## src/hw/smb_consts.svh

```systemverilog
// constants for the two-wire bus control and slave receive block
`ifndef SMB_CONSTS_SVH
`define SMB_CONSTS_SVH

`define SMB_CTRL_ADDR       8'hc0
`define SMB_CTRL_RESET      8'h00
`define SMB_BIT_MASTER      7
`define SMB_BIT_TRANSMITTER_INDICATOR      6
`define SMB_BIT_BEGIN       5
`define SMB_BIT_HALT        4
`define SMB_BIT_ACKNOWLEDGE_REQUEST_FLAG       3
`define SMB_BIT_ARB         2
`define SMB_BIT_ACK         1
`define SMB_BIT_IRQ         0
`define SMB_CLK_NS          10
`define SMB_COND_HOLD_NS    4000
`define SMB_COND_HOLD_CYC   ((`SMB_COND_HOLD_NS + `SMB_CLK_NS - 1) / `SMB_CLK_NS)
`define SMB_TMR_W           10
`define SMB_BUF_DEPTH       2

`endif

```

## src/hw/smb_pkg.sv

```systemverilog
// types for the two-wire bus control and slave receive block
package smb_pkg;
    typedef enum logic [3:0] {
        ST_IDLE,
        ST_ADDR,
        ST_DATA,
        ST_WAIT,
        ST_ACK,
        ST_IGNORE,
        ST_MSTART,
        ST_MHOLD,
        ST_MSTOP
    } smb_state_t;
    typedef logic [7:0] smb_byte_t;
endpackage : smb_pkg

```

## src/hw/smb_ctrl.sv

```systemverilog
// two-wire bus control register and slave receiver sequencing
`include "smb_consts.svh"

module smb_ctrl (
    // clock and reset
    input  wire logic             clk,
    input  wire logic             rst,
    // special-function register port
    input  wire logic [7:0]       sfr_addr,
    input  wire logic             sfr_wr,
    input  wire smb_pkg::smb_byte_t sfr_wdata,
    input  wire logic             sfr_bit_wr,
    input  wire logic [7:0]       sfr_bit_addr,
    input  wire logic             sfr_bit_val,
    output smb_pkg::smb_byte_t    sfr_rdata,
    // data register write strobe
    input  wire logic             data_wr,
    // configuration
    input  wire logic             slave_event_mask,
    input  wire logic             auto_acknowledge_enable,
    input  wire logic [6:0]       slave_address_match_value,
    input  wire logic [6:0]       slave_address_match_mask,
    // received bytes
    output logic                  rx_valid,
    output smb_pkg::smb_byte_t    rx_data,
    input  wire logic             rx_ready,
    // bus pins, open drain
    input  wire logic             scl_i,
    output logic                  scl_o,
    output logic                  scl_oe,
    input  wire logic             sda_i,
    output logic                  sda_o,
    output logic                  sda_oe
);
    import smb_pkg::*;

    localparam int SMB_START_BOUND = 2 * `SMB_COND_HOLD_CYC + 4;

    smb_state_t          state_reg, state_next;
    logic                master_reg, transmitter_indicator_reg, sta_reg, sta_req_reg, sto_reg;
    logic                acknowledge_request_flag_reg, arb_reg, ack_reg, si_reg;
    logic                scl_s1, scl_s2, scl_s3, sda_s1, sda_s2, sda_s3;
    logic                scl_rise, scl_fall, start_det, stop_det;
    logic                bus_free_reg, is_addr_reg, ack_drive_reg, si_after_reg;
    logic                pend_reg, stall;
    logic [3:0]          bitcnt_reg;
    smb_byte_t           shift_reg, rdata_reg;
    logic [`SMB_TMR_W-1:0] tmr_reg;
    logic [7:0]          sw_we, sw_val;
    logic                ctrl_hit, bit_hit, si_adv, addr_match, tmr_done;
    logic                ev_si, ev_acknowledge_request_flag, ev_stop, ev_arb, ev_mon, ev_moff, ev_start, ev_push;
    logic                ack_drive_next, scl_oe_reg, sda_oe_reg;
    smb_byte_t           buf_mem [`SMB_BUF_DEPTH];
    logic                wp_reg, rp_reg;
    logic [1:0]          cnt_reg;

    // byte writes and single-bit writes decode to one enable per bit
    assign ctrl_hit = sfr_wr && (sfr_addr == `SMB_CTRL_ADDR);
    assign bit_hit  = sfr_bit_wr && (sfr_bit_addr[7:3] == 5'(`SMB_CTRL_ADDR >> 3));
    genvar gi;
    generate
        for (gi = 0; gi < 8; gi++) begin : g_bit
            assign sw_we[gi]  = ctrl_hit || (bit_hit && sfr_bit_addr[2:0] == 3'(gi));
            assign sw_val[gi] = ctrl_hit ? sfr_wdata[gi] : sfr_bit_val;
        end
    endgenerate

    // pins are sampled twice before use; the third stage only finds edges
    always_ff @(posedge clk or posedge rst) begin
        if (rst) begin
            {scl_s1, scl_s2, scl_s3} <= 3'h7;
            {sda_s1, sda_s2, sda_s3} <= 3'h7;
        end else begin
            {scl_s1, scl_s2, scl_s3} <= {scl_i, scl_s1, scl_s2};
            {sda_s1, sda_s2, sda_s3} <= {sda_i, sda_s1, sda_s2};
        end
    end
    assign scl_rise  = scl_s2 && !scl_s3;
    assign scl_fall  = !scl_s2 && scl_s3;
    assign start_det = scl_s2 && scl_s3 && !sda_s2 && sda_s3;
    assign stop_det  = scl_s2 && scl_s3 && sda_s2 && !sda_s3;

    assign addr_match = ((shift_reg[7:1] ^ slave_address_match_value)
                        & slave_address_match_mask) == 7'h00;
    assign si_adv   = si_reg && sw_we[`SMB_BIT_IRQ] && !sw_val[`SMB_BIT_IRQ] && !ev_si;
    assign tmr_done = tmr_reg == `SMB_TMR_W'(2 * `SMB_COND_HOLD_CYC - 1);
    assign stall    = pend_reg && (cnt_reg == 2'(`SMB_BUF_DEPTH));

    always_comb begin
        state_next     = state_reg;
        ack_drive_next = ack_drive_reg;
        ev_si          = 1'b0;
        ev_acknowledge_request_flag       = 1'b0;
        ev_stop        = 1'b0;
        ev_arb         = 1'b0;
        ev_mon         = 1'b0;
        ev_moff        = 1'b0;
        ev_start       = 1'b0;
        ev_push        = 1'b0;
        case (state_reg)
            ST_IDLE: begin
                if (sta_req_reg && bus_free_reg && scl_s2 && sda_s2) begin
                    state_next = ST_MSTART;
                end else if (sta_req_reg && !bus_free_reg) begin
                    ev_arb = 1'b1;
                    ev_si  = 1'b1;
                end
            end
            ST_ADDR, ST_DATA: begin
                if (scl_fall && bitcnt_reg == 4'h8) begin
                    if (state_reg == ST_DATA) begin
                        ev_push = 1'b1;
                        if (auto_acknowledge_enable) begin
                            ack_drive_next = ack_reg;
                            state_next     = ST_ACK;
                        end else begin
                            ev_si      = 1'b1;
                            ev_acknowledge_request_flag   = 1'b1;
                            state_next = ST_WAIT;
                        end
                    end else if (!slave_event_mask && addr_match && !shift_reg[0]) begin
                        if (auto_acknowledge_enable) begin
                            ack_drive_next = 1'b1;
                            state_next     = ST_ACK;
                        end else begin
                            ev_si      = 1'b1;
                            ev_acknowledge_request_flag   = 1'b1;
                            state_next = ST_WAIT;
                        end
                    end else begin
                        state_next = ST_IGNORE;
                    end
                end
            end
            ST_WAIT: begin
                if (si_adv) begin
                    // ack choice and flag clear often arrive in one byte write
                    ack_drive_next = sw_we[`SMB_BIT_ACK] ? sw_val[`SMB_BIT_ACK] : ack_reg;
                    state_next     = ST_ACK;
                end
            end
            ST_ACK: begin
                if (scl_fall) begin
                    ev_si          = auto_acknowledge_enable;
                    ack_drive_next = 1'b0;
                    state_next     = (is_addr_reg && !ack_drive_reg) ? ST_IGNORE : ST_DATA;
                end
            end
            ST_MSTART: begin
                if (tmr_done) begin
                    ev_mon     = 1'b1;
                    ev_si      = 1'b1;
                    state_next = ST_MHOLD;
                end
            end
            ST_MHOLD: begin
                if (!si_reg && sta_req_reg) begin
                    state_next = ST_MSTART;
                end else if (!si_reg && sto_reg) begin
                    state_next = ST_MSTOP;
                end
            end
            ST_MSTOP: begin
                if (tmr_done) begin
                    ev_moff    = 1'b1;
                    state_next = ST_IDLE;
                end
            end
            default: state_next = state_reg;
        endcase
        // conditions seen on the wire override the byte sequence outside ST_MSTART, ST_MHOLD and ST_MSTOP
        if (state_reg != ST_MSTART && state_reg != ST_MSTOP && state_reg != ST_MHOLD) begin
            if (start_det) begin
                ev_start       = 1'b1;
                ack_drive_next = 1'b0;
                state_next     = ST_ADDR;
            end else if (stop_det) begin
                ev_stop    = state_reg inside {ST_DATA, ST_WAIT, ST_ACK};
                ev_si      = ev_stop;
                state_next = ST_IDLE;
            end
        end
    end

    always_ff @(posedge clk or posedge rst) begin
        if (rst) begin
            state_reg     <= ST_IDLE;
            ack_drive_reg <= 1'b0;
        end else begin
            state_reg     <= state_next;
            ack_drive_reg <= ack_drive_next;
        end
    end

    // bit counter, shifter and address-byte marker
    always_ff @(posedge clk or posedge rst) begin
        if (rst) begin
            bitcnt_reg  <= 4'h0;
            shift_reg   <= 8'h00;
            is_addr_reg <= 1'b0;
        end else if (ev_start || (state_reg == ST_ACK && scl_fall)) begin
            bitcnt_reg  <= 4'h0;
            is_addr_reg <= ev_start;
        end else if (scl_rise && bitcnt_reg != 4'h8
                     && (state_reg == ST_ADDR || state_reg == ST_DATA)) begin
            bitcnt_reg <= bitcnt_reg + 4'h1;
            shift_reg  <= {shift_reg[6:0], sda_s2};
        end
    end

    // condition timing: start releases SDA for half, then drives it for half; stop drives SDA throughout
    always_ff @(posedge clk or posedge rst) begin
        if (rst) begin
            tmr_reg <= '0;
        end else if (state_next != state_reg) begin
            tmr_reg <= '0;
        end else if (state_reg == ST_MSTART || state_reg == ST_MSTOP) begin
            tmr_reg <= tmr_reg + `SMB_TMR_W'(1);
        end
    end

    // bus is free after a stop, busy after a start not generated here
    always_ff @(posedge clk or posedge rst) begin
        if (rst) begin
            bus_free_reg <= 1'b1;
        end else if (start_det && state_reg != ST_MSTART) begin
            bus_free_reg <= 1'b0;
        end else if (stop_det || ev_moff) begin
            bus_free_reg <= 1'b1;
        end
    end

    // control register bits; hardware sets win over software clears
    always_ff @(posedge clk or posedge rst) begin
        if (rst) begin
            si_reg <= 1'b0;
        end else if (ev_si) begin
            si_reg <= 1'b1;
        end else if (sw_we[`SMB_BIT_IRQ]) begin
            si_reg <= sw_val[`SMB_BIT_IRQ];
        end
    end

    always_ff @(posedge clk or posedge rst) begin
        if (rst) begin
            master_reg <= 1'b0;
            arb_reg    <= 1'b0;
        end else begin
            if (ev_mon) begin
                master_reg <= 1'b1;
            end else if (ev_moff) begin
                master_reg <= 1'b0;
            end
            if (ev_arb) begin
                arb_reg <= 1'b1;
            end else if (ev_mon) begin
                arb_reg <= 1'b0;
            end
        end
    end

    always_ff @(posedge clk or posedge rst) begin
        if (rst) begin
            sta_reg     <= 1'b0;
            sta_req_reg <= 1'b0;
        end else begin
            if (ev_start || ev_mon) begin
                sta_reg <= 1'b1;
            end else if (sw_we[`SMB_BIT_BEGIN]) begin
                sta_reg <= sw_val[`SMB_BIT_BEGIN];
            end
            if (ev_mon || ev_arb) begin
                sta_req_reg <= 1'b0;
            end else if (sw_we[`SMB_BIT_BEGIN]) begin
                sta_req_reg <= sw_val[`SMB_BIT_BEGIN];
            end
        end
    end

    always_ff @(posedge clk or posedge rst) begin
        if (rst) begin
            sto_reg <= 1'b0;
        end else if (ev_stop) begin
            sto_reg <= 1'b1;
        end else if (ev_moff) begin
            sto_reg <= 1'b0;
        end else if (sw_we[`SMB_BIT_HALT]) begin
            sto_reg <= sw_val[`SMB_BIT_HALT];
        end
    end

    // acknowledge request follows the manual-mode handshake only
    always_ff @(posedge clk or posedge rst) begin
        if (rst) begin
            acknowledge_request_flag_reg <= 1'b0;
            ack_reg   <= 1'b0;
        end else begin
            if (ev_acknowledge_request_flag) begin
                acknowledge_request_flag_reg <= 1'b1;
            end else if (si_adv || ev_stop || ev_start) begin
                acknowledge_request_flag_reg <= 1'b0;
            end
            if (sw_we[`SMB_BIT_ACK]) begin
                ack_reg <= sw_val[`SMB_BIT_ACK];
            end
        end
    end

    // a data write during reception turns the slave into a transmitter
    always_ff @(posedge clk or posedge rst) begin
        if (rst) begin
            transmitter_indicator_reg <= 1'b0;
        end else if (ev_start || stop_det) begin
            transmitter_indicator_reg <= 1'b0;
        end else if (data_wr && state_reg inside {ST_DATA, ST_WAIT, ST_ACK}) begin
            transmitter_indicator_reg <= 1'b1;
        end
    end

    // read data: one cycle after the address is presented
    always_ff @(posedge clk or posedge rst) begin
        if (rst) begin
            rdata_reg <= `SMB_CTRL_RESET;
        end else begin
            rdata_reg <= (sfr_addr == `SMB_CTRL_ADDR)
                ? {master_reg, transmitter_indicator_reg, sta_reg, sto_reg,
                   acknowledge_request_flag_reg, arb_reg, ack_reg, si_reg}
                : 8'h00;
        end
    end
    assign sfr_rdata = rdata_reg;

    // two-entry receive buffer; a full buffer stretches the clock so no byte is lost
    always_ff @(posedge clk or posedge rst) begin
        if (rst) begin
            pend_reg <= 1'b0;
            wp_reg   <= 1'b0;
            rp_reg   <= 1'b0;
            cnt_reg  <= 2'h0;
        end else begin
            if (ev_push) begin
                pend_reg <= 1'b1;
            end else if (pend_reg && (cnt_reg != 2'(`SMB_BUF_DEPTH) || rx_ready)) begin
                pend_reg <= 1'b0;
            end
            if (pend_reg && (cnt_reg != 2'(`SMB_BUF_DEPTH) || rx_ready)) begin
                wp_reg <= !wp_reg;
            end
            if (rx_valid && rx_ready) begin
                rp_reg <= !rp_reg;
            end
            cnt_reg <= cnt_reg + 2'(pend_reg && (cnt_reg != 2'(`SMB_BUF_DEPTH) || rx_ready))
                               - 2'(rx_valid && rx_ready);
        end
    end
    always_ff @(posedge clk) begin
        if (pend_reg && (cnt_reg != 2'(`SMB_BUF_DEPTH) || rx_ready)) begin
            buf_mem[wp_reg] <= shift_reg;
        end
    end
    assign rx_valid = cnt_reg != 2'h0;
    assign rx_data  = buf_mem[rp_reg];

    // pin drivers are registered to keep glitches off the wire
    always_ff @(posedge clk or posedge rst) begin
        if (rst) begin
            scl_oe_reg <= 1'b0;
            sda_oe_reg <= 1'b0;
        end else begin
            scl_oe_reg <= si_reg || stall || state_reg == ST_MHOLD
                          || (state_reg == ST_MSTOP && !tmr_reg[`SMB_TMR_W-1] && tmr_reg == '0);
            sda_oe_reg <= (state_reg == ST_ACK && ack_drive_reg)
                          || (state_reg == ST_MSTART && tmr_reg >= `SMB_TMR_W'(`SMB_COND_HOLD_CYC))
                          || state_reg == ST_MSTOP;
        end
    end
    assign scl_oe = scl_oe_reg;
    assign sda_oe = sda_oe_reg;
    assign scl_o  = 1'b0;
    assign sda_o  = 1'b0;

    // checks
    scl_hold_a: assert property (@(posedge clk) disable iff (rst) si_reg |=> scl_oe)
        else $error("clock not held while interrupt pending");
    irq_clear_a: assert property (@(posedge clk) disable iff (rst)
        si_adv |=> !si_reg)
        else $error("interrupt flag not cleared");
    irq_force_a: assert property (@(posedge clk) disable iff (rst)
        sw_we[0] && sw_val[0] |=> si_reg)
        else $error("forced interrupt missing");
    role_ro_a: assert property (@(posedge clk) disable iff (rst)
        sw_we[7] && sw_val[7] && !ev_mon && !ev_moff |=> master_reg == $past(master_reg))
        else $error("role bit changed by write");
    manual_req_a: assert property (@(posedge clk) disable iff (rst)
        ev_acknowledge_request_flag |=> acknowledge_request_flag_reg && si_reg && state_reg == ST_WAIT)
        else $error("manual ack request missing");
    auto_irq_a: assert property (@(posedge clk) disable iff (rst)
        state_reg == ST_ACK && scl_fall && auto_acknowledge_enable && !start_det && !stop_det
        |=> si_reg ##1 !sda_oe)
        else $error("auto ack interrupt misplaced");
    ack_drive_a: assert property (@(posedge clk) disable iff (rst)
        state_reg == ST_ACK && ack_drive_reg |=> sda_oe)
        else $error("ack not driven");
    ignore_mute_a: assert property (@(posedge clk) disable iff (rst)
        state_reg == ST_IGNORE && !sw_we[0] |=> !$rose(si_reg))
        else $error("interrupt while address ignored");
    stop_exit_a: assert property (@(posedge clk) disable iff (rst)
        ev_stop |=> sto_reg && si_reg && state_reg == ST_IDLE)
        else $error("stop not recorded");
    start_gen_a: assert property (@(posedge clk) disable iff (rst)
        $rose(state_reg == ST_MSTART) |-> ##[1:SMB_START_BOUND] master_reg)
        else $error("start not completed");
    tx_switch_a: assert property (@(posedge clk) disable iff (rst)
        data_wr && state_reg == ST_DATA && !start_det && !stop_det |=> transmitter_indicator_reg)
        else $error("transmitter mode not entered");
    cover_addr_c: cover property (@(posedge clk) disable iff (rst)
        state_reg == ST_ADDR ##[1:200] state_reg == ST_WAIT);
    cover_data_c: cover property (@(posedge clk) disable iff (rst) ev_push ##[1:400] ev_push);
    cover_stall_c: cover property (@(posedge clk) disable iff (rst) stall);
    cover_master_c: cover property (@(posedge clk) disable iff (rst) ev_moff);
endmodule : smb_ctrl

```

## config.mk

```make
export PLATFORM = sky130hd
export DESIGN_NAME = smb_ctrl
export DESIGN_NICKNAME = d
export VERILOG_FILES = /design/src/hw/smb_pkg.sv /design/src/hw/smb_ctrl.sv
export VERILOG_INCLUDE_DIRS = /design/src /design/src/hw
export SDC_FILE = /design/constraint.sdc
export NUM_CORES = 1
export LEC_CHECK = 0
export BUFFER_PORTS_ARGS = -buffer_cell sky130_fd_sc_hd__clkbuf_2
export CAP_MARGIN = 20
export CORE_MARGIN = 2
export CORE_UTILIZATION = 50
export CTS_CLUSTER_DIAMETER = 200
export DETAILED_ROUTE_END_ITERATION = 8
export HOLD_SLACK_MARGIN = 0.12
export MAX_ROUTING_LAYER = met4
export PLACE_DENSITY = 0.76
export RECOVER_POWER = 25
export SLEW_MARGIN = 40
export SYNTH_ARGS = -nofsm -noshare
export SYNTH_HDL_FRONTEND = slang
export SYNTH_SLANG_ARGS = --single-unit
```

## constraint.sdc

```tcl
create_clock -name clk -period 3.2 [get_ports clk]
set_clock_uncertainty 0.15 [all_clocks]
set_input_delay 0.32 -clock clk [delete_from_list [all_inputs] [get_ports clk]]
set_output_delay 0.32 -clock clk [all_outputs]
set_load 0.02 [all_outputs]
```

==> metrics.md, run 1 <==
| Metric | Value |
|---|---|
| Min-Delay Path Class | `in -> reg` |
| Period minus WS final | `just under 3 ns` |
| Leading cell types by total area after synthesis | `dfrtp_1 (32%), edfxtp_1 (12%), dfstp_2 (4.5%)` |
| Number of flops mapped to enable cells by yosys | `16` |
| Total overflow reported by the global router | `0` |
| Die area | `roughly 0.009 mm²` |
| Unrepaired setup endpoints after global routing | `false` |
| Count of endpoints failing hold in the final timing report | `0` |
| Critical Setup Path Class | `in -> reg` |
| DIE HEIGHT | `~94 µm` |
| Number of unique standard cell types used by synthesis | `79` |
| Cell area reported after detailed placement | `0.00454 mm²` |
| Synthesis-to-finish area growth | `18.8%` |
| Length of the first detailed-routing pass in iterations | `4` |
| Most frequently used flop master after synthesis | `dfrtp_1` |
| Vias per std cell | `5.71` |
| Sort of element at the end of the critical path | `register` |
| Finish-stage setup viols | `0` |
| Static leakage | `2.21 nW` |
| Result of the run | `finished clean` |
| Count of nets after finishing | `512` |
| Total number of vias | `~3200` |
| Transition time at the pin with the least slew margin | `0.834 ns` |
| Fraction of final layout cells sized beyond drive strength 1 | `0.279` |
| Min Hold Slack | `0.150 ns` |
| Buffers on Ports | `63` |
| FF+latch count, synth | `between 70 and 80` |
| Detailed Route WL | `8970 µm` |
| Worst slew slack as a fraction of its limit | `0.444` |
| Max FFs per register | `16` |
| Number of standard cells in the final layout excluding fillers | `564` |
| Number of placed cells counting well taps | `540` |
| I/O pin total | `70` |
| Post-synth ARST share | `0.787` |
| Buffers inserted during post-CTS setup optimization | `0` |
| Portion of the post-synthesis area used by sequential elements | `0.484` |
| H-tree depth reported by CTS | `3` |
| Setup_tns | `0 ns` |
| Power density cells | `538 mW/mm²` |
| Clock-pin slew on the worst setup and hold paths | `0.07 ns` |
| Final Max Slew Viols | `0` |
| Number of clock buffers inserted by TritonCTS | `9` |
| CTS tree | `yes` |
| Antenna diode instance count | `0` |
| Number of global-route vias before repair | `3042` |
| CP Max Fanout | `10` |
| First-pass GRT wire length | `14500 µm` |
| DRC | `0` |
| Yosys Warn Count | `0` |
| Number of antenna violations at the first check in global routing | `0` |
| Critical path data arrival time | `3.01 ns` |
| Clk sinks | `75` |
| Buffer cell driving the clock tree root | `clkbuf_8` |
| Final core utilization | `0.618` |
| Clk buf depth | `2` |
| Post-synthesis instance total | `370` |
| Number of nets with antenna violations after detailed routing | `0` |
| Number of max-cap violations | `0` |
| Worst-skew pair later-pin latency | `0.35 ns` |
| WL per Instance | `15.9 µm` |
| Average instance area after synthesis | `11.0 µm²` |
| HPWL reported at the end of detailed placement | `6890 µm` |
| Kind of launch point of the worst setup path | `input pin` |
| Design area | `roughly 0.0048 mm²` |
| Total routing resource utilization after global routing | `0.218` |
| IR drop worst, VDD | `0.269 mV` |
| Core area | `0.00781 mm²` |
| Standard-cell rows | `32` |
| Post-route clock period utilization | `0.915` |
| 1st-iter DRT viols | `228` |
| Largest net degree at the start of global routing | `38` |
| Peak clock frequency supported by timing | `0.341 GHz` |
| Proportion of netlist area held by the largest area contributor | `0.321` |
| Area leader, netlist | `dfrtp_1` |
| Required time of the critical path | `approximately 3.3 ns` |
| Horizontal extent of the die | `94.1 µm` |
| RePlAce Congestion | `0.998` |
| Effective utilization at floorplan | `0.520` |
| Mapped Area | `0.00406 mm²` |
## cell usage in the layout (no fill, tap or decap), types with 11 or more instances in the layout
cell,Yosys,routed
mux2_2,16,16
buf_4,4,16
o21ai_0,12,12
edfxtp_1,16,16
nor2_1,24,24
inv_1,15,15
and4b_1,11,11
dfrtp_1,52,51
clkbuf_2,1,63
a21oi_1,19,19
xnor2_1,11,11
nand2_1,23,23
xor2_1,12,12
## report_power, final
part / switching [mW] / total [mW] / internal [mW]
clock: 0.360 / 0.725 / 0.365
sequential: 0.152 / 1.25 / 1.10
combinational: 0.323 / 0.624 / 0.301
total: 0.835 / 2.60 / 1.76
## layer usage
layer,vias up,global-route usage,share of wire
met5,-,-,0
met4,0,0.0676,0.012
met3,11,0.0490,0.046
met2,84,0.343,0.49
met1,1568,0.283,0.45
li1,1559,-,-
## synth_stat cells (4+ instances only)
master	count
inv_1	15
ha_1	6
dfrtp_1	52
o21ai_0	12
and4b_1	11
nand4b_1	4
nand2b_1	4
mux2i_1	4
a211oi_1	4
dfstp_2	7
nor2_1	24
or3_1	5
edfxtp_1	16
nand3_1	9
nand4_1	8
mux2_2	16
xnor2_1	11
nand4bb_1	5
xor2_1	12
buf_4	4
nand2_1	23
a21o_1	5
nand3b_1	8
a21oi_1	19
nor3_1	5
and3_1	8
## worst max-delay path, cell delays in order
cell and delay [ns]:
dlygate4sd3_1 0.54, clkbuf_2 0.12, or4_4 0.43, nor4b_4 0.25, a31oi_1 0.10, nand4bb_1 0.24, a31o_1 0.32, o21a_1 0.22
a21oi_4 0.24, and4b_1 0.23
## metrics by stage
step                      worst slack (ns)  power [mW]
after floorplan                      0.720        1.68
final                                0.272        2.60
after global placement               0.369        1.86
after detailed placement             0.342        1.88
after CTS                            0.289        2.61
after global routing                0.0946        2.75
## worst paths after layout
path,endpoint,slack [ns],cells past startpoint,from
max in group asynchronous,sda_s3$_DFF_PP1_,1.39,4,rst
max,tmr_reg[5]$_DFFE_PP0P_,0.27,10,sfr_addr[2]
min in group asynchronous,rp_reg$_DFFE_PP0P_,0.51,3,rst
max reg2reg,tmr_reg[5]$_DFFE_PP0P_,0.27,9,state_reg[2]$_DFF_PP0_
min reg2reg,scl_s2$_DFF_PP1_,0.21,0,scl_s1$_DFF_PP1_
min,sta_req_reg$_DFFE_PP0P_,0.15,3,sfr_wdata[5]
## layout make-up
type	instances	area, µm²
Clock buffer	9	124
Tap cell	102	128
Clock inverter	7	73.8
Sequential cell	75	1970
Timing Repair Buffer	87	515
Multi-Input combinational cell	269	1960
Inverter	15	56.3
Fill cell	657	2980
## repair_timing
action                                 in CTS  in global routing
endpoints found under the hold margin      26                  0
setup endpoints to repair                   0                  2
gates resized for setup                     0                  2
hold buffers                                8                  0
## cell families (layout without fill, tap and decap cells)
group	count (synthesis)	count (layout)	synth area share
simple gates	142	142	0.227
compound gates	76	76	0.130
flops	75	75	0.484
buf+inv	27	118	0.0354
xor+xnor	23	23	0.0496
mux	20	20	0.0543
fa+ha+maj	6	6	0.0185
other cells	1	2	0.000924
Note: power is estimated with default switching activity, not from simulation.
==> inputs of run 2 (changes only) <==
--- a/config.mk
+++ b/config.mk
@@ -16,6 +16,7 @@
 export MAX_ROUTING_LAYER = met4
 export PLACE_DENSITY = 0.76
 export RECOVER_POWER = 25
+export SETUP_SLACK_MARGIN = 0.5
 export SLEW_MARGIN = 40
 export SYNTH_ARGS = -nofsm -noshare
 export SYNTH_HDL_FRONTEND = slang
==> run 2 against run 1 <==
- critical path depth shrank 2
- die area is the same
- first-iteration DRC count grew 50%
- wire length grew 9.1%
- via count grew 5.9%
- largest cell class is now multi-input gates
==> metrics.md, run 2 (synthesis gave the netlist of run 1 again) <==
| Metric | Value |
|---|---|
| Worst-skew pair later-pin latency | `0.35 ns (about the same)` |
| HPWL reported at the end of detailed placement | `6890 µm (unchanged)` |
| Number of nets with antenna violations after detailed routing | `0 (unchanged)` |
| Cell area reported after detailed placement | `0.00454 mm² (unchanged)` |
| Count of nets after finishing | `529 (was 512)` |
| Horizontal extent of the die | `94.1 µm (unchanged)` |
| First-pass GRT wire length | `14800 µm (was 14500 µm)` |
| Die area | `0.00885 mm² (unchanged)` |
| Top library cells by usage in the layout, fill and taps aside | `clkbuf_2 (63), dfrtp_1 (48), buf_4 (29) (was clkbuf_2 (63), dfrtp_1 (51), nor2_1 (24))` |
| WL per Instance | `16.8 µm (was 15.9 µm)` |
| Fraction of final layout cells sized beyond drive strength 1 | `0.340 (was 0.279)` |
| IR drop worst, VDD | `0.273 mV (was 0.269 mV)` |
| Transition time at the pin with the least slew margin | `0.860 ns (was 0.834 ns)` |
| Worst slew slack as a fraction of its limit | `0.426 (was 0.444)` |
| Post-route setup slack | `0.483 ns (was 0.272 ns)` |
| Vias per std cell | `5.87 (was 5.71)` |
| Most common cell after layout, fill and taps aside | `clkbuf_2 (unchanged)` |
| Number of max-cap violations | `0 (unchanged)` |
| Final core utilization | `0.650 (was 0.618)` |
| Static leakage | `2.31 nW (was 2.21 nW)` |
| Kind of launch point of the worst setup path | `register (was input pin)` |
| Clk sinks | `75 (unchanged)` |
| Number of global-route vias before repair | `3101 (was 3042)` |
| CP Max Fanout | `8 (was 10)` |
| Length of the first detailed-routing pass in iterations | `5 (was 4)` |
| Clk buf depth | `2 (unchanged)` |
| I/O pin total | `70 (unchanged)` |
| Critical path data arrival time | `2.85 ns (was 3.01 ns)` |
| Total number of vias | `3413 (was 3222)` |
| Setup_tns | `0 ns (unchanged)` |
| Total area of sequential cells | `0.00197 mm² (about the same)` |
| Detailed Route WL | `9790 µm (was 8970 µm)` |
| Total routing resource utilization after global routing | `0.223 (was 0.218)` |
| Synthesis-to-finish area growth | `25.0% (was 18.8%)` |
| Count of endpoints failing hold in the final timing report | `0 (unchanged)` |
| DRC | `0 (unchanged)` |
| Antenna diode instance count | `0 (unchanged)` |
| H-tree depth reported by CTS | `3 (unchanged)` |
| Effective utilization at floorplan | `0.520 (unchanged)` |
| Sort of element at the end of the critical path | `register (unchanged)` |
| Largest net degree at the start of global routing | `38 (unchanged)` |
| Design area | `0.00507 mm² (was 0.00482 mm²)` |
| Buffer cell driving the clock tree root | `clkbuf_8 (unchanged)` |
| Standard-cell rows | `32 (unchanged)` |
| Min-Delay Path Class | `in -> reg (unchanged)` |
| Number of antenna violations at the first check in global routing | `0 (unchanged)` |
| Post-route clock period utilization | `0.849 (was 0.915)` |
| Result of the run | `finished clean (unchanged)` |
| Pre-CTS setup slack | `0.342 ns (unchanged)` |
| RePlAce Congestion | `0.998 (unchanged)` |
| Buffers on Ports | `63 (unchanged)` |
| Required time of the critical path | `3.33 ns (was 3.29 ns)` |
| Area occupied by multi-input gates | `0.00209 mm² (was 0.00196 mm²)` |
| Period minus WS final | `2.72 ns (was 2.93 ns)` |
| Number of clock buffers inserted by TritonCTS | `9 (unchanged)` |
| DIE HEIGHT | `94.1 µm (unchanged)` |
| CTS tree | `yes (unchanged)` |
| 1st-iter DRT viols | `342 (was 228)` |
| Finish-stage setup viols | `0 (unchanged)` |
| Clock-pin slew on the worst setup and hold paths | `0.08 ns (was 0.07 ns)` |
| Critical Setup Path Class | `reg -> reg (was in -> reg)` |
| Unrepaired setup endpoints after global routing | `true (was false)` |
| Number of filler cells placed in the layout | `620 (was 657)` |
| Core area | `0.00781 mm² (unchanged)` |
| Final Max Slew Viols | `0 (unchanged)` |
| Peak clock frequency supported by timing | `0.368 GHz (was 0.341 GHz)` |
| Max FFs per register | `16 (unchanged)` |
| Power density cells | `533 mW/mm² (was 538 mW/mm²)` |
| Total overflow reported by the global router | `0 (unchanged)` |
## run 2: metal layers
| metal | GRT usage | up-vias | wire, µm |
|---|---|---|---|
| li1 | - | 1600 | - |
| met2 | 0.358 | 158 | 4830 |
| met5 | - | - | 0 |
| met1 | 0.285 | 1629 | 4000 |
| met3 | 0.0498 | 26 | 732 |
| met4 | 0.0664 | 0 | 218 |
## run 2: critical path: stages (launching register included)
cell	delay, ns
dfstp_1	0.69
nand4b_1	0.36
a21oi_2	0.25
o31a_1	0.18
o32a_1	0.23
a31oi_4	0.13
o21ai_4	0.27
a21oi_4	0.10
and4b_1	0.26
## run 2: final timing paths
check,start,to,slack [ns],depth (start not counted)
max,sda_s2$_DFF_PP1_,tmr_reg[5]$_DFFE_PP0P_,0.48,8
min,sfr_wdata[5],sta_req_reg$_DFFE_PP0P_,0.15,3
max reg2reg,sda_s2$_DFF_PP1_,tmr_reg[5]$_DFFE_PP0P_,0.48,8
min reg2reg,scl_s1$_DFF_PP1_,scl_s2$_DFF_PP1_,0.21,0
max in group asynchronous,rst,sda_s3$_DFF_PP1_,1.38,4
min in group asynchronous,rst,rp_reg$_DFFE_PP0P_,0.52,3
## run 2: layout make-up
class | count | area share
Multi-Input combinational cell | 271 | 0.412
Timing Repair Buffer | 102 | 0.124
Sequential cell | 75 | 0.388
Inverter | 15 | 0.0111
Clock buffer | 9 | 0.0244
Tap cell | 102 | 0.0251
Clock inverter | 7 | 0.0145
## run 2: power by group
group          total (mW)  leakage [nW]  internal [mW]  switching, mW
Combinational       0.733          1.33          0.363          0.371
Sequential           1.24         0.881           1.10          0.145
Clock               0.728         0.102          0.366          0.363
Total                2.70          2.31           1.82          0.879
## run 2: repair_timing
item / in CTS / in global routing
pin swaps: 4 / 10
resized for setup: 9 / 20
setup buffers: 7 / 9
hold endpoints to repair: 26 / 0
gates cloned: 1 / 1
hold buffers: 7 / 0
setup endpoints to repair: 10 / 11
## run 2: metrics by stage
stage	hold WS (ns)	cells	total power, mW
finish	0.147	581	2.70
global route	0.158	581	2.85
CTS	0.133	571	2.66
detailed placement	0.202	540	1.88
global placement	0.196	540	1.86
floorplan	0.174	371	1.68
==> inputs of run 3 (changes only) <==
--- a/config.mk
+++ b/config.mk
@@ -6,6 +6,7 @@
 export SDC_FILE = /design/constraint.sdc
 export NUM_CORES = 1
 export LEC_CHECK = 0
+export ABC_AREA = 1
 export BUFFER_PORTS_ARGS = -buffer_cell sky130_fd_sc_hd__clkbuf_2
 export CAP_MARGIN = 20
 export CORE_MARGIN = 2
@@ -14,7 +15,7 @@
 export DETAILED_ROUTE_END_ITERATION = 8
 export HOLD_SLACK_MARGIN = 0.12
 export MAX_ROUTING_LAYER = met4
-export PLACE_DENSITY = 0.76
+export PLACE_DENSITY = 0.77
 export RECOVER_POWER = 25
 export SETUP_SLACK_MARGIN = 0.5
 export SLEW_MARGIN = 40
==> constraint.sdc (replaced) <==
create_clock -name clk -period 2.8 [get_ports clk]
set_clock_uncertainty 0.15 [all_clocks]
set_input_delay 0.28 -clock clk [delete_from_list [all_inputs] [get_ports clk]]
set_output_delay 0.28 -clock clk [all_outputs]
set_load 0.02 [all_outputs]
==> run 3 against run 2 <==
- combinational power grew to 2.7 times the previous value
- worst hold slack better by 0.010 ns
- power increased by 61%
- synthesized cell count up 30%
- critical path depth is 6 higher
- critical path type unchanged
- die area decreased by 3.5%
- maximum frequency grew 13%
- critical endpoint is now tmr_reg[6]$_DFFE_PP0P_
- register-to-register slack worse by 0.09 ns
- wire length rose by 0.20%
- largest power group is now combinational logic
- final cell count is 23% higher
==> metrics.md, run 3 <==
| Metric | Value |
|---|---|
| Most common cell after layout, fill and taps aside | `nand2_1 (was clkbuf_2)` |
| Average instance area after synthesis | `8.13 µm² (was 11.0 µm²)` |
| Period minus WS final | `2.41 ns (was 2.72 ns)` |
| Vias per std cell | `5.15 (was 5.87)` |
| Worst flop-to-flop path startpoint | `scl_s2$_DFF_PP1_ (was sda_s2$_DFF_PP1_)` |
| I/O pin total | `70 (unchanged)` |
| Number of nets with antenna violations after detailed routing | `0 (unchanged)` |
| Top library cells by usage in the layout, fill and taps aside | `nand2_1 (102), clkbuf_2 (64), inv_1 (63) (was clkbuf_2 (63), dfrtp_1 (48), buf_4 (29))` |
| Area leader, netlist | `dfrtp_1 (unchanged)` |
| Number of global-route vias before repair | `3457 (was 3101)` |
| Design area | `0.00517 mm² (was 0.00507 mm²)` |
| Die area | `0.00854 mm² (was 0.00885 mm²)` |
| Total routing resource utilization after global routing | `0.238 (was 0.223)` |
| Total overflow reported by the global router | `0 (unchanged)` |
| Start point of the critical path | `scl_s2$_DFF_PP1_ (was sda_s2$_DFF_PP1_)` |
| CP Max Fanout | `5 (was 8)` |
| Cell area reported after detailed placement | `0.00439 mm² (was 0.00454 mm²)` |
| DIE HEIGHT | `92.4 µm (was 94.1 µm)` |
| Clk sinks | `75 (unchanged)` |
| Number of standard cells in the final layout excluding fillers | `715 (was 581)` |
| Setup_tns | `0 ns (unchanged)` |
| Kind of launch point of the worst setup path | `register (unchanged)` |
| Mapped Area | `0.00391 mm² (was 0.00406 mm²)` |
| Finish-stage setup viols | `0 (unchanged)` |
| Count of nets after finishing | `663 (was 529)` |
| Number of flops mapped to enable cells by yosys | `16 (unchanged)` |
| Static leakage | `2.54 nW (was 2.31 nW)` |
| Power share of the sequential group | `0.356 (was 0.459)` |
| Net switching power | `1.89 mW (was 879 µW)` |
| Portion of the post-synthesis area used by sequential elements | `0.503 (was 0.484)` |
| Transition time at the pin with the least slew margin | `1.46 ns (was 0.860 ns)` |
| Worst slew slack as a fraction of its limit | `0.0284 (was 0.426)` |
| Required time of the critical path | `2.95 ns (was 3.33 ns)` |
| End of the critical path | `tmr_reg[6]$_DFFE_PP0P_ (was tmr_reg[5]$_DFFE_PP0P_)` |
| Antenna diode instance count | `0 (unchanged)` |
| Number of clock buffers inserted by TritonCTS | `9 (unchanged)` |
| Critical path data arrival time | `2.56 ns (was 2.85 ns)` |
| Sort of element at the end of the critical path | `register (unchanged)` |
| Min-Delay Path Class | `in -> reg (unchanged)` |
| Count of endpoints failing hold in the final timing report | `0 (unchanged)` |
| Worst-skew pair later-pin latency | `0.37 ns (was 0.35 ns)` |
| WL per Instance | `13.7 µm (was 16.8 µm)` |
| Buffer cell driving the clock tree root | `clkbuf_8 (unchanged)` |
| Largest net degree at the start of global routing | `60 (was 38)` |
| HPWL reported at the end of detailed placement | `6420 µm (was 6890 µm)` |
| Detailed Route WL | `9810 µm (was 9790 µm)` |
| Internal power contribution | `2.45 mW (was 1.82 mW)` |
| Max FFs per register | `16 (unchanged)` |
| Clock-pin slew on the worst setup and hold paths | `0.09 ns (was 0.08 ns)` |
| Share of total power in combinational logic | `0.459 (was 0.271)` |
| Length of the first detailed-routing pass in iterations | `5 (unchanged)` |
| Proportion of netlist area held by the largest area contributor | `0.333 (was 0.321)` |
| Final Max Slew Viols | `0 (unchanged)` |
| Number of max-cap violations | `0 (unchanged)` |
| H-tree depth reported by CTS | `3 (unchanged)` |
| Clk buf depth | `2 (unchanged)` |
| Reg2Reg Capture Point | `tmr_reg[6]$_DFFE_PP0P_ (was tmr_reg[5]$_DFFE_PP0P_)` |
| DRC | `0 (unchanged)` |
| Fraction of final layout cells sized beyond drive strength 1 | `0.343 (was 0.340)` |
| Effective utilization at floorplan | `0.511 (was 0.520)` |
| Number of unique standard cell types used by synthesis | `38 (was 79)` |
| Synthesis-to-finish area growth | `32.3% (was 25.0%)` |
| 1st-iter DRT viols | `233 (was 342)` |
| RePlAce Congestion | `0.886 (was 0.998)` |
| Share of power burned in the clock network | `0.186 (was 0.269)` |
| Most frequently used flop master after synthesis | `dfrtp_1 (unchanged)` |
| Core area | `0.00765 mm² (was 0.00781 mm²)` |
| Result of the run | `finished clean (unchanged)` |
| Power density cells | `840 mW/mm² (was 533 mW/mm²)` |
| Fraction of power spent switching nets | `0.436 (was 0.325)` |
| FF+latch count, synth | `75 (unchanged)` |
| Number of placed cells counting well taps | `650 (was 540)` |
| Standard-cell rows | `32 (unchanged)` |
| Min-Delay Path Depth | `5 (was 3)` |
| Number of antenna violations at the first check in global routing | `0 (unchanged)` |
| Post-synth ARST share | `0.787 (unchanged)` |
| Unrepaired setup endpoints after global routing | `true (unchanged)` |
| Post-route clock period utilization | `0.859 (was 0.849)` |
| Peak clock frequency supported by timing | `0.416 GHz (was 0.368 GHz)` |
| Number of cells on the worst reg-to-reg path | `14 (was 8)` |
| Post-synthesis instance total | `481 (was 370)` |
| First-pass GRT wire length | `15600 µm (was 14800 µm)` |
| Leading cell types by total area after synthesis | `dfrtp_1 (33%), edfxtp_1 (12%), nand2_1 (11%) (was dfrtp_1 (32%), edfxtp_1 (12%), dfstp_2 (4.5%))` |
| Total number of vias | `3682 (was 3413)` |
| Most common cell in the netlist | `nand2_1 (was dfrtp_1)` |
| CTS tree | `yes (unchanged)` |
| Buffers on Ports | `63 (unchanged)` |
| Critical Setup Path Class | `reg -> reg (unchanged)` |
| Yosys Warn Count | `0 (unchanged)` |
| Horizontal extent of the die | `92.4 µm (was 94.1 µm)` |
| Commonest cells post-synth | `nand2_1 (117), inv_1 (72), nor2_1 (58) (was dfrtp_1 (52), nor2_1 (24), nand2_1 (23))` |
| IR drop worst, VDD | `0.645 mV (was 0.273 mV)` |
| FF-to-FF setup slack | `0.39 ns (was 0.48 ns)` |
## run 3: changes by cell type after synthesis, moves of 7 or more
cell and delta:
nand2_1 +94, mux2_2 -16, nor2_1 +34, nor2_2 +8, o21ai_0 +11, nand3_1 +21, nand3b_1 -7, inv_1 +57
and4b_1 -11, xnor2_1 -9, and3_1 -8
## run 3: what timing repair did
action	CTS	global route
endpoints found under the hold margin	57	0
resized for setup	31	36
gates cloned	1	0
pin swaps	17	12
buffers inserted	28	14
endpoints found under the setup margin	10	12
hold buffers	6	0
## run 3: area by class of cell
type                            instances  area [µm²]
Clock inverter                          7        68.8
Inverter                               78         297
Clock buffer                            9         124
Tap cell                              102         128
Multi-Input combinational cell        326        1840
Sequential cell                        75        1970
Timing Repair Buffer                  118         741
Fill cell                             617        2480
## run 3: cell families (layout without fill, tap and decap cells)
kind of cell	count (synthesis)	count (layout)	share of synthesized area
simple gates	245	246	0.279
buf+inv	82	212	0.0807
flops	75	75	0.503
compound gates	58	58	0.0858
xor+xnor	14	14	0.0314
fa+ha+maj	6	6	0.0192
other cells	1	2	0.000959
## run 3: layer usage
layer | routed length (µm) | vias to the layer above | track usage
met3 | 510 | 27 | 0.0431
met1 | 4270 | 1738 | 0.309
met2 | 4790 | 114 | 0.375
met4 | 228 | 0 | 0.0883
li1 | - | 1803 | -
met5 | 0 | - | -
## run 3: critical path, stage by stage, from the launching register on
cell     delay [ns]
dfstp_1        0.58
buf_4          0.14
nor2_4         0.03
buf_4          0.14
nand2_2        0.08
nor2_1         0.05
nor2_2         0.13
nand2_2        0.09
a21oi_2        0.16
nand3_1        0.13
nand2_1        0.13
nand3_1        0.10
nand2_2        0.16
nand3_4        0.16
nor2_2         0.12
## run 3: metrics by stage
step | setup slack (ns) | utilization | hold slack [ns] | total power, mW
final | 0.394 | 0.676 | 0.157 | 4.34
after detailed placement | 0.266 | 0.573 | 0.197 | 2.93
after global routing | 0.220 | 0.676 | 0.180 | 4.63
after global placement | 0.303 | 0.573 | 0.196 | 2.88
after floorplan | 0.614 | - | 0.134 | 2.53
after CTS | 0.411 | 0.648 | 0.141 | 4.05
## run 3: worst min path at each step
stage | startpoint | endpoint | slack, ns
floorplan | scl_i | scl_s1$_DFF_PP1_ | 0.13
global placement | scl_s1$_DFF_PP1_ | scl_s2$_DFF_PP1_ | 0.20
detailed placement | sda_s1$_DFF_PP1_ | sda_s2$_DFF_PP1_ | 0.20
CTS | sfr_wdata[5] | sta_reg$_DFFE_PP0P_ | 0.14
global route | sfr_wdata[5] | sta_reg$_DFFE_PP0P_ | 0.18
finish | sfr_wdata[5] | sta_reg$_DFFE_PP0P_ | 0.16
## run 3: power by group through the flow
stage               combinational, mW  sequential (mW)  clock (mW)
CTS                              1.70             1.54       0.817
finish                           1.99             1.54       0.806
global placement                 1.34             1.54           0
floorplan                        1.05             1.48           0
detailed placement               1.38             1.55           0
global route                     2.20             1.58       0.859
